--- src/verilog/mclk_pkg.sv ---
// Constants, register map and state types of the master clock generator
package mclk_pkg;
  // ==========================================================================
  // Register map
  localparam logic [7:0] DIVISOR_OFFSET = 8'h00;
  localparam logic [7:0] STROBE_OFFSET = 8'h04;
  localparam logic [7:0] STATUS_OFFSET = 8'h08;
  localparam logic [7:0] TIMER_CTRL_OFFSET = 8'h0c;
  localparam logic [7:0] WAKE_TIME_OFFSET = 8'h10;
  localparam logic [7:0] TIMER_COUNT_OFFSET = 8'h14;
  // ==========================================================================
  // Fields
  localparam int DIV_W = 5;
  localparam logic [DIV_W-1:0] DIV_MIN = 5'h02;
  localparam logic [DIV_W-1:0] DIV_MAX = 5'h10;
  localparam logic [DIV_W-1:0] DIV_RESET = 5'h10;
  localparam int STROBE_FAST_BIT = 0;
  localparam int STROBE_SLOW_BIT = 1;
  localparam int STATUS_SRC_BIT = 0;
  localparam int STATUS_SWITCHING_BIT = 1;
  localparam int STATUS_FALLBACK_BIT = 2;
  localparam int STATUS_WAKE_BIT = 3;
  localparam int TIMER_EN_BIT = 0;
  localparam int TIMER_W = 24;
  localparam logic [1:0] RESP_OKAY = 2'h0;
  localparam logic [1:0] RESP_SLVERR = 2'h2;
  // ==========================================================================
  // Timing in source edges
  localparam logic [1:0] MISSING_LF_CYCLES = 2'h2;
  localparam logic [1:0] SYNC_EDGES = 2'h2;
  typedef enum logic [1:0] {
    SW_RUN = 2'b00,
    SW_DRAIN = 2'b01,
    SW_WAIT = 2'b10
  } switch_state_t;
endpackage : mclk_pkg

--- src/verilog/sleep_timer_if.sv ---
// Link between the clock generator and its sleep interval timer
`timescale 1ns/1ps
interface sleep_timer_if;
  import mclk_pkg::*;
  logic enable;
  logic restart;
  logic lf_tick;
  logic hit;
  logic [TIMER_W-1:0] wake_time;
  logic [TIMER_W-1:0] count;
  modport ctrl (output enable, output restart, output lf_tick, output wake_time,
                input count, input hit);
  modport timer (input enable, input restart, input lf_tick, input wake_time,
                 output count, output hit);
endinterface : sleep_timer_if

--- src/verilog/sleep_interval_timer.sv ---
// Sleep interval timer counting low-frequency clock cycles
`timescale 1ns/1ps
module sleep_interval_timer
  import mclk_pkg::*;
(
  input wire logic i_sys_clk,
  input wire logic i_rst,
  sleep_timer_if.timer tmr
);
  logic [TIMER_W-1:0] count;
  logic [TIMER_W-1:0] next_count;
  logic hit;
  logic next_hit;

  always_comb begin
    next_count = count;
    next_hit = 1'b0;
    if (tmr.restart) begin
      next_count = '0;
    end else if (tmr.enable && tmr.lf_tick) begin
      next_count = count + 24'h000001;
      next_hit = (next_count == tmr.wake_time);
    end
  end

  always_ff @(posedge i_sys_clk) begin
    if (i_rst) begin
      count <= '0;
      hit <= 1'b0;
    end else begin
      count <= next_count;
      hit <= next_hit;
    end
  end

  assign tmr.count = count;
  assign tmr.hit = hit;
endmodule : sleep_interval_timer

--- src/verilog/mac_master_clock_generator.sv ---
// Master clock generator: source switch, prescaler, reset fallback, register slave
//
// Chosen here: register access over AXI4-Lite and the address map.
`timescale 1ns/1ps
module mac_master_clock_generator
  import mclk_pkg::*;
(
  input wire logic i_sys_clk,
  input wire logic i_rst,
  input wire logic i_external_fast_clock_input,
  input wire logic i_low_frequency_clock,
  input wire logic i_awvalid,
  output logic o_awready,
  input wire logic [7:0] i_awaddr,
  input wire logic i_wvalid,
  output logic o_wready,
  input wire logic [31:0] i_wdata,
  input wire logic [3:0] i_wstrb,
  output logic o_bvalid,
  input wire logic i_bready,
  output logic [1:0] o_bresp,
  input wire logic i_arvalid,
  output logic o_arready,
  input wire logic [7:0] i_araddr,
  output logic o_rvalid,
  input wire logic i_rready,
  output logic [31:0] o_rdata,
  output logic [1:0] o_rresp,
  output logic o_master_clock,
  output logic o_companion_core_clock,
  output logic o_low_frequency_source,
  output logic o_wake_up
);
  function automatic logic [31:0] merge_lanes(input logic [31:0] old_val,
                                              input logic [31:0] new_val,
                                              input logic [3:0] strb);
    logic [31:0] res;
    res = old_val;
    for (int i = 0; i < 4; i++) begin
      if (strb[i]) res[i*8 +: 8] = new_val[i*8 +: 8];
    end
    return res;
  endfunction : merge_lanes

  // ==========================================================================
  // Pin synchronisers; a 50 MHz input still leaves 2.5 cycles per phase
  logic [1:0] pin_meta, pin_sync, pin_prev;
  logic fast_edge, lf_edge, lf_rise;

  always_ff @(posedge i_sys_clk) begin
    pin_meta <= {i_low_frequency_clock, i_external_fast_clock_input};
    pin_sync <= pin_meta;
    pin_prev <= pin_sync;
  end

  assign fast_edge = pin_sync[0] ^ pin_prev[0];
  assign lf_edge = pin_sync[1] ^ pin_prev[1];
  assign lf_rise = pin_sync[1] & ~pin_prev[1];

  // ==========================================================================
  // Missing fast clock detector, live only while reset is held
  logic rst_d;
  logic [1:0] miss_cnt, next_miss_cnt;
  logic fallback, next_fallback;

  always_comb begin
    next_miss_cnt = miss_cnt;
    next_fallback = fallback;
    if (i_rst && !rst_d) begin
      next_miss_cnt = '0;
      next_fallback = 1'b0;
    end else if (i_rst) begin
      if (fast_edge) begin
        next_miss_cnt = '0;
      end else if (lf_rise && miss_cnt != MISSING_LF_CYCLES) begin
        // Only low-frequency edges advance it, so no crystal means no fallback
        next_miss_cnt = miss_cnt + 2'h1;
      end
      if (next_miss_cnt == MISSING_LF_CYCLES) next_fallback = 1'b1;
    end
  end

  always_ff @(posedge i_sys_clk) begin
    rst_d <= i_rst;
    miss_cnt <= next_miss_cnt;
    fallback <= next_fallback;
  end

  // ==========================================================================
  // Register slave
  logic aw_have, next_aw_have;
  logic [7:0] aw_addr, next_aw_addr;
  logic w_have, next_w_have;
  logic [31:0] w_data, next_w_data;
  logic [3:0] w_strb, next_w_strb;
  logic awready, next_awready;
  logic wready, next_wready;
  logic bvalid, next_bvalid;
  logic [1:0] bresp, next_bresp;
  logic arready, next_arready;
  logic rvalid, next_rvalid;
  logic [31:0] rdata, next_rdata;
  logic [1:0] rresp, next_rresp;
  logic [DIV_W-1:0] div_reg, next_div_reg;
  logic timer_en, next_timer_en;
  logic [TIMER_W-1:0] wake_time, next_wake_time;
  logic wake, next_wake;
  logic wr_fire, strobe_fast, strobe_slow, timer_restart;
  logic [31:0] wr_div, wr_wake;
  logic src_lf, next_src_lf;
  switch_state_t sw_state, next_sw_state;
  sleep_timer_if tmr ();

  assign wr_fire = aw_have && w_have && !bvalid;
  assign strobe_fast = wr_fire && aw_addr == STROBE_OFFSET && w_strb[0]
                       && w_data[STROBE_FAST_BIT];
  assign strobe_slow = wr_fire && aw_addr == STROBE_OFFSET && w_strb[0]
                       && w_data[STROBE_SLOW_BIT];
  assign timer_restart = wr_fire && aw_addr == TIMER_CTRL_OFFSET && w_strb[0]
                         && w_data[TIMER_EN_BIT];
  assign wr_div = merge_lanes({27'h0, div_reg}, w_data, w_strb);
  assign wr_wake = merge_lanes({8'h00, wake_time}, w_data, w_strb);

  always_comb begin
    next_aw_have = aw_have | (i_awvalid & awready);
    next_aw_addr = (i_awvalid && awready) ? i_awaddr : aw_addr;
    next_w_have = w_have | (i_wvalid & wready);
    next_w_data = (i_wvalid && wready) ? i_wdata : w_data;
    next_w_strb = (i_wvalid && wready) ? i_wstrb : w_strb;
    next_bvalid = bvalid && !i_bready;
    next_bresp = bresp;
    next_div_reg = div_reg;
    next_timer_en = timer_en;
    next_wake_time = wake_time;
    next_wake = wake;
    if (wr_fire) begin
      next_aw_have = 1'b0;
      next_w_have = 1'b0;
      next_bvalid = 1'b1;
      next_bresp = RESP_OKAY;
      case (aw_addr)
        DIVISOR_OFFSET: begin
          // Out-of-range divisors are ignored, keeping the old one
          if (wr_div[31:DIV_W] == 27'h0 && wr_div[DIV_W-1:0] >= DIV_MIN
              && wr_div[DIV_W-1:0] <= DIV_MAX) begin
            next_div_reg = wr_div[DIV_W-1:0];
          end
        end
        STROBE_OFFSET, TIMER_COUNT_OFFSET: ;
        STATUS_OFFSET: begin
          if (w_strb[0] && w_data[STATUS_WAKE_BIT]) next_wake = 1'b0;
        end
        TIMER_CTRL_OFFSET: begin
          if (w_strb[0]) next_timer_en = w_data[TIMER_EN_BIT];
        end
        WAKE_TIME_OFFSET: next_wake_time = wr_wake[TIMER_W-1:0];
        default: next_bresp = RESP_SLVERR;
      endcase
    end
    // Set wins over a clear in the same cycle
    if (tmr.hit) next_wake = 1'b1;
    next_awready = !next_aw_have;
    next_wready = !next_w_have;
    next_rvalid = rvalid && !i_rready;
    next_rdata = rdata;
    next_rresp = rresp;
    if (i_arvalid && arready) begin
      next_rvalid = 1'b1;
      next_rdata = '0;
      next_rresp = RESP_OKAY;
      case (i_araddr)
        DIVISOR_OFFSET: next_rdata[DIV_W-1:0] = div_reg;
        STROBE_OFFSET: ;
        STATUS_OFFSET: begin
          next_rdata[STATUS_SRC_BIT] = src_lf;
          next_rdata[STATUS_SWITCHING_BIT] = (sw_state != SW_RUN);
          next_rdata[STATUS_FALLBACK_BIT] = fallback;
          next_rdata[STATUS_WAKE_BIT] = wake;
        end
        TIMER_CTRL_OFFSET: next_rdata[TIMER_EN_BIT] = timer_en;
        WAKE_TIME_OFFSET: next_rdata[TIMER_W-1:0] = wake_time;
        TIMER_COUNT_OFFSET: next_rdata[TIMER_W-1:0] = tmr.count;
        default: next_rresp = RESP_SLVERR;
      endcase
    end
    next_arready = !next_rvalid;
  end

  always_ff @(posedge i_sys_clk) begin
    if (i_rst) begin
      aw_have <= 1'b0;
      aw_addr <= '0;
      w_have <= 1'b0;
      w_data <= '0;
      w_strb <= '0;
      awready <= 1'b0;
      wready <= 1'b0;
      bvalid <= 1'b0;
      bresp <= RESP_OKAY;
      arready <= 1'b0;
      rvalid <= 1'b0;
      rdata <= '0;
      rresp <= RESP_OKAY;
      div_reg <= DIV_RESET;
      timer_en <= 1'b0;
      wake_time <= '0;
      wake <= 1'b0;
    end else begin
      aw_have <= next_aw_have;
      aw_addr <= next_aw_addr;
      w_have <= next_w_have;
      w_data <= next_w_data;
      w_strb <= next_w_strb;
      awready <= next_awready;
      wready <= next_wready;
      bvalid <= next_bvalid;
      bresp <= next_bresp;
      arready <= next_arready;
      rvalid <= next_rvalid;
      rdata <= next_rdata;
      rresp <= next_rresp;
      div_reg <= next_div_reg;
      timer_en <= next_timer_en;
      wake_time <= next_wake_time;
      wake <= next_wake;
    end
  end

  assign tmr.enable = timer_en;
  assign tmr.restart = timer_restart;
  assign tmr.lf_tick = lf_rise;
  assign tmr.wake_time = wake_time;

  sleep_interval_timer u_timer (
    .i_sys_clk(i_sys_clk),
    .i_rst(i_rst),
    .tmr(tmr.timer)
  );

  // ==========================================================================
  // Source switch and prescaler
  // Counting both source edges gives half-integer steps; the master toggle halves them
  logic req_lf, next_req_lf;
  logic [1:0] sync_cnt, next_sync_cnt;
  logic [DIV_W-1:0] pre_cnt, next_pre_cnt;
  logic [DIV_W-1:0] div_act, next_div_act;
  logic master, next_master;
  logic companion, next_companion;
  logic sel_edge, end_hit, mid_hit;

  assign sel_edge = src_lf ? lf_edge : fast_edge;
  assign end_hit = sel_edge && pre_cnt == div_act - 5'h01;
  assign mid_hit = sel_edge && pre_cnt == (div_act >> 1) - 5'h01;

  always_comb begin
    next_req_lf = req_lf;
    next_src_lf = src_lf;
    next_sw_state = sw_state;
    next_sync_cnt = sync_cnt;
    next_pre_cnt = pre_cnt;
    next_div_act = div_act;
    next_master = master;
    next_companion = companion;
    if (strobe_slow) next_req_lf = 1'b1;
    else if (strobe_fast) next_req_lf = 1'b0;
    unique case (sw_state)
      SW_RUN, SW_DRAIN: begin
        if (sel_edge) begin
          next_pre_cnt = end_hit ? '0 : pre_cnt + 5'h01;
          if (mid_hit) next_companion = ~companion;
          if (end_hit) begin
            next_master = ~master;
            // New divisor only at the end of a whole period
            if (master) next_div_act = div_reg;
          end
        end
        if (req_lf == src_lf) begin
          next_sw_state = SW_RUN;
        end else if (sw_state == SW_RUN) begin
          next_sw_state = SW_DRAIN;
        end else if (sel_edge && !next_master && !next_companion) begin
          // Old source stops on its own edge with both outputs low
          next_src_lf = req_lf;
          next_sw_state = SW_WAIT;
          next_sync_cnt = '0;
          next_pre_cnt = '0;
        end
      end
      SW_WAIT: begin
        if (sel_edge) next_sync_cnt = sync_cnt + 2'h1;
        if (next_sync_cnt == SYNC_EDGES) next_sw_state = SW_RUN;
      end
      default: next_sw_state = SW_RUN;
    endcase
  end

  always_ff @(posedge i_sys_clk) begin
    if (i_rst) begin
      req_lf <= next_fallback;
      src_lf <= next_fallback;
      sw_state <= SW_RUN;
      sync_cnt <= '0;
      pre_cnt <= '0;
      div_act <= DIV_RESET;
      master <= 1'b0;
      companion <= 1'b0;
    end else begin
      req_lf <= next_req_lf;
      src_lf <= next_src_lf;
      sw_state <= next_sw_state;
      sync_cnt <= next_sync_cnt;
      pre_cnt <= next_pre_cnt;
      div_act <= next_div_act;
      master <= next_master;
      companion <= next_companion;
    end
  end

  assign o_awready = awready;
  assign o_wready = wready;
  assign o_bvalid = bvalid;
  assign o_bresp = bresp;
  assign o_arready = arready;
  assign o_rvalid = rvalid;
  assign o_rdata = rdata;
  assign o_rresp = rresp;
  assign o_master_clock = master;
  assign o_companion_core_clock = companion;
  assign o_low_frequency_source = src_lf;
  assign o_wake_up = wake;
endmodule : mac_master_clock_generator

--- config.mk ---
export PLATFORM = sky130hd
export DESIGN_NAME = mac_master_clock_generator
export DESIGN_NICKNAME = d
export VERILOG_FILES = /design/src/verilog/mclk_pkg.sv /design/src/verilog/sleep_timer_if.sv /design/src/verilog/sleep_interval_timer.sv /design/src/verilog/mac_master_clock_generator.sv
export SDC_FILE = /design/constraint.sdc
export NUM_CORES = 1
export LEC_CHECK = 0
export BUFFER_PORTS_ARGS = -buffer_cell sky130_fd_sc_hd__buf_2
export CAP_MARGIN = 20
export CORE_MARGIN = 2
export CORE_UTILIZATION = 30
export CTS_CLUSTER_DIAMETER = 50
export DETAILED_ROUTE_END_ITERATION = 7
export SLEW_MARGIN = 10
export SYNTH_ARGS = -nofsm -noshare
export SYNTH_HDL_FRONTEND = slang
export SYNTH_SLANG_ARGS = --single-unit
export TNS_END_PERCENT = 30
--- constraint.sdc ---
create_clock -name i_sys_clk -period 3 [get_ports i_sys_clk]
set_input_delay 0.6 -clock i_sys_clk [delete_from_list [all_inputs] [get_ports i_sys_clk]]
set_output_delay 0.6 -clock i_sys_clk [all_outputs]
set_load 0.05 [all_outputs]
==> run metrics <==
status complete, no violations; Primary FF master, synth dfxtp_1; grt total ovfl 0; ANT nets after route 0; power per cell area 536 nW/µm²; clock skew 10.6 ps; CP arrival 3000 ps; Layout area overhead 16.3%; Sw Pwr 1.23 mW; PnR worst setup slack 352 ps; Reg clk slew, reported paths 70 ps; initial drt markers 539; critical path's largest stage delay 560 ps; CTS root buf clkbuf_16; top cell type's share of synthesized area 0.414; Final Wtd Congestion 0.921; hold depth 1; Clk network pwr share 0.454; final worst path period share 0.883; max reg flops 32; RR Startpoint u_timer.tmr.count[0]$_SDFFE_PP0P_; CP Cell Sequence ha_1 -> nand4_2 -> nor2_2 -> a22oi_1 -> nor4_2 -> nand4_1 -> or4_1 -> a211oi_2; #FFs+latches synth 161; Worst Setup End Kind flip-flop; Post-CTS Resized 0; logic gate share of total power 0.076; Final Hold Slack 273 ps; die area 26900 µm²; R2R Setup Slk 350 ps; Reg2Reg Depth 8; vias in the first global route 5938; top cells by count, synth dfxtp_1 (159), nand2_1 (150), a21oi_1 (103); largest net degree at the start of global routing 92; Final #Nets 1077; CTS Buf Count 17; # rows 58; RSZ-0062 raised after global routing no; Clock Latency Late Sink 430 ps; maximum clock insertion buffer count 2; critical path class flip-flop to flip-flop; Area contributors post-synth dfxtp_1 (41%), nand2_1 (7.3%), a21oi_1 (6.7%); required time worst endpoint 3350 ps; FMAX 0.378 GHz; Sw Ratio 0.258; most common cell in the netlist dfxtp_1; Setup crit start kind flip-flop; DR vias 6596; CTS H-tree lvls 4; Leakage 3.38 nW; worst path bufs/invs 0; cell taking the most area after synthesis dfxtp_1; hold wc startpoint i_low_frequency_clock; Total GRT Usage 0.149; internal power 3.56 mW; Worst path top cell family by delay simple AND/OR/NAND/NOR gates; Final Setup Violations 0; HPWL Detailed 14.5 mm; Post-synth EDFFs 2; max_cap viols 0; final instance area 8950 µm²; CTS hold repair buffers 0; first-pass GRT wire length 31.7 mm; Final Hold Viols 0; crit path max-delay cell type or4_1; Hold WC Path Type input port to flip-flop; VDD IR max 0.312 mV; Mapped Cells 947; post-layout min period 2650 ps; Worst R2R End u_timer.tmr.hit$_SDFF_PP0_; ratio of cells with drive above 1 in the final layout 0.157; post-DR wirelength/cell 14.9 µm; CTS tree built; Synth Cell Area 7690 µm²; async set-reset flop share out of synthesis 0; Detailed Routing Iterations Pass 1 5; Sink Count 161; Biggest register w_data; CP Max Fanout 7; diode count 0; Syn Area/Cell 8.12 µm²; Die X 164 µm; Hold Path Sink pin_meta[1]$_DFF_P_; I/O pin cnt 106; pin slew with the least headroom to its limit 930 ps; residual DRC count 0; Flop pwr share 0.470; relative slew slack 0.380; Core ar. 25200 µm²; worst slack at placement 363 ps; sequential fraction of the synthesis area 0.422; Via density 4.88; Die Y 164 µm; Sum Neg Setup Slack 0 ps; Final Slew Violations 0; final WL 20.1 mm; initial antenna violation count 0; Distinct cells, synth 65; post-CTS setup buffers 0; Post-DP Area 8360 µm²; Initial Util 0.305; port bufs 95; Synth Warn # 0
[cell usage in the layout, fill, tap and decap left out, types with 14 or more instances in the layout]
master,instances
inv_1,19
clkbuf_16,17
nor3_1,36
dfxtp_1,159
nand3_1,56
buf_2,94
xnor2_1,46
xor2_1,27
mux2i_1,32
o21ai_0,19
buf_4,14
nand4_1,15
nand2_1,150
a21oi_1,103
nor2_1,93
[layer usage]
layer / GRT usage / wire length [µm]
met4: 0.0371 / 215
met5: 0 / 0
met1: 0.225 / 10400
met3: 0.0351 / 1290
met2: 0.212 / 8210
[layout make-up]
type | count | area (µm²)
Tap cell | 330 | 413
Timing Repair Buffer | 108 | 576
Fill cell | 2643 | 16200
Multi-Input combinational cell | 702 | 4060
Inverter | 19 | 71.3
Sequential cell | 161 | 3240
Clock inverter | 13 | 156
Clock buffer | 18 | 429
[logic make-up after synthesis]
logic type	Yosys count	synth area share
other	1	0.000487
DFF	161	0.422
buffers and inverters	93	0.0553
muxes	35	0.0460
AOI/OAI and AO/OA	161	0.122
xor gates and xnor gates	74	0.0860
and+or+nand+nor	415	0.258
adders and majority gates	7	0.0114
[worst register-to-register path: cells and delay by family, from the launching register on]
| family | cells | cell delay, ps |
|---|---|---|
| compound gates | 2 | 300 |
| fa+ha+maj | 1 | 350 |
| flops | 1 | 450 |
| simple gates | 5 | 1480 |
[power groups by stage]
stage	Combinational [mW]	Clock, mW	Sequential, mW
after floorplan	0.245	0	2.31
final	0.365	2.18	2.25
after CTS	0.368	2.22	2.25
after global routing	0.403	2.31	2.26
after global placement	0.362	0	2.30
after detailed placement	0.366	0	2.30
[worst max path at each step]
stage	startpoint	to	slack [ps]	cells after the start
after floorplan	u_timer.tmr.count[0]$_SDFFE_PP0P_	u_timer.tmr.hit$_SDFF_PP0_	690	8
after global placement	u_timer.tmr.count[0]$_SDFFE_PP0P_	u_timer.tmr.hit$_SDFF_PP0_	450	8
after detailed placement	u_timer.tmr.count[0]$_SDFFE_PP0P_	u_timer.tmr.hit$_SDFF_PP0_	360	8
after CTS	u_timer.tmr.count[0]$_SDFFE_PP0P_	u_timer.tmr.hit$_SDFF_PP0_	350	8
after global routing	u_timer.tmr.count[0]$_SDFFE_PP0P_	u_timer.tmr.hit$_SDFF_PP0_	170	8
final	u_timer.tmr.count[0]$_SDFFE_PP0P_	u_timer.tmr.hit$_SDFF_PP0_	350	8
[per-stage QoR]
step	power, mW	std cells	util
floorplan	2.56	956	-
detailed placement	2.67	1320	0.332
finish	4.79	1351	0.355
global placement	2.66	1320	0.332
global route	4.98	1351	0.355
CTS	4.84	1351	0.355
Power figures use the tool's default switching activity.
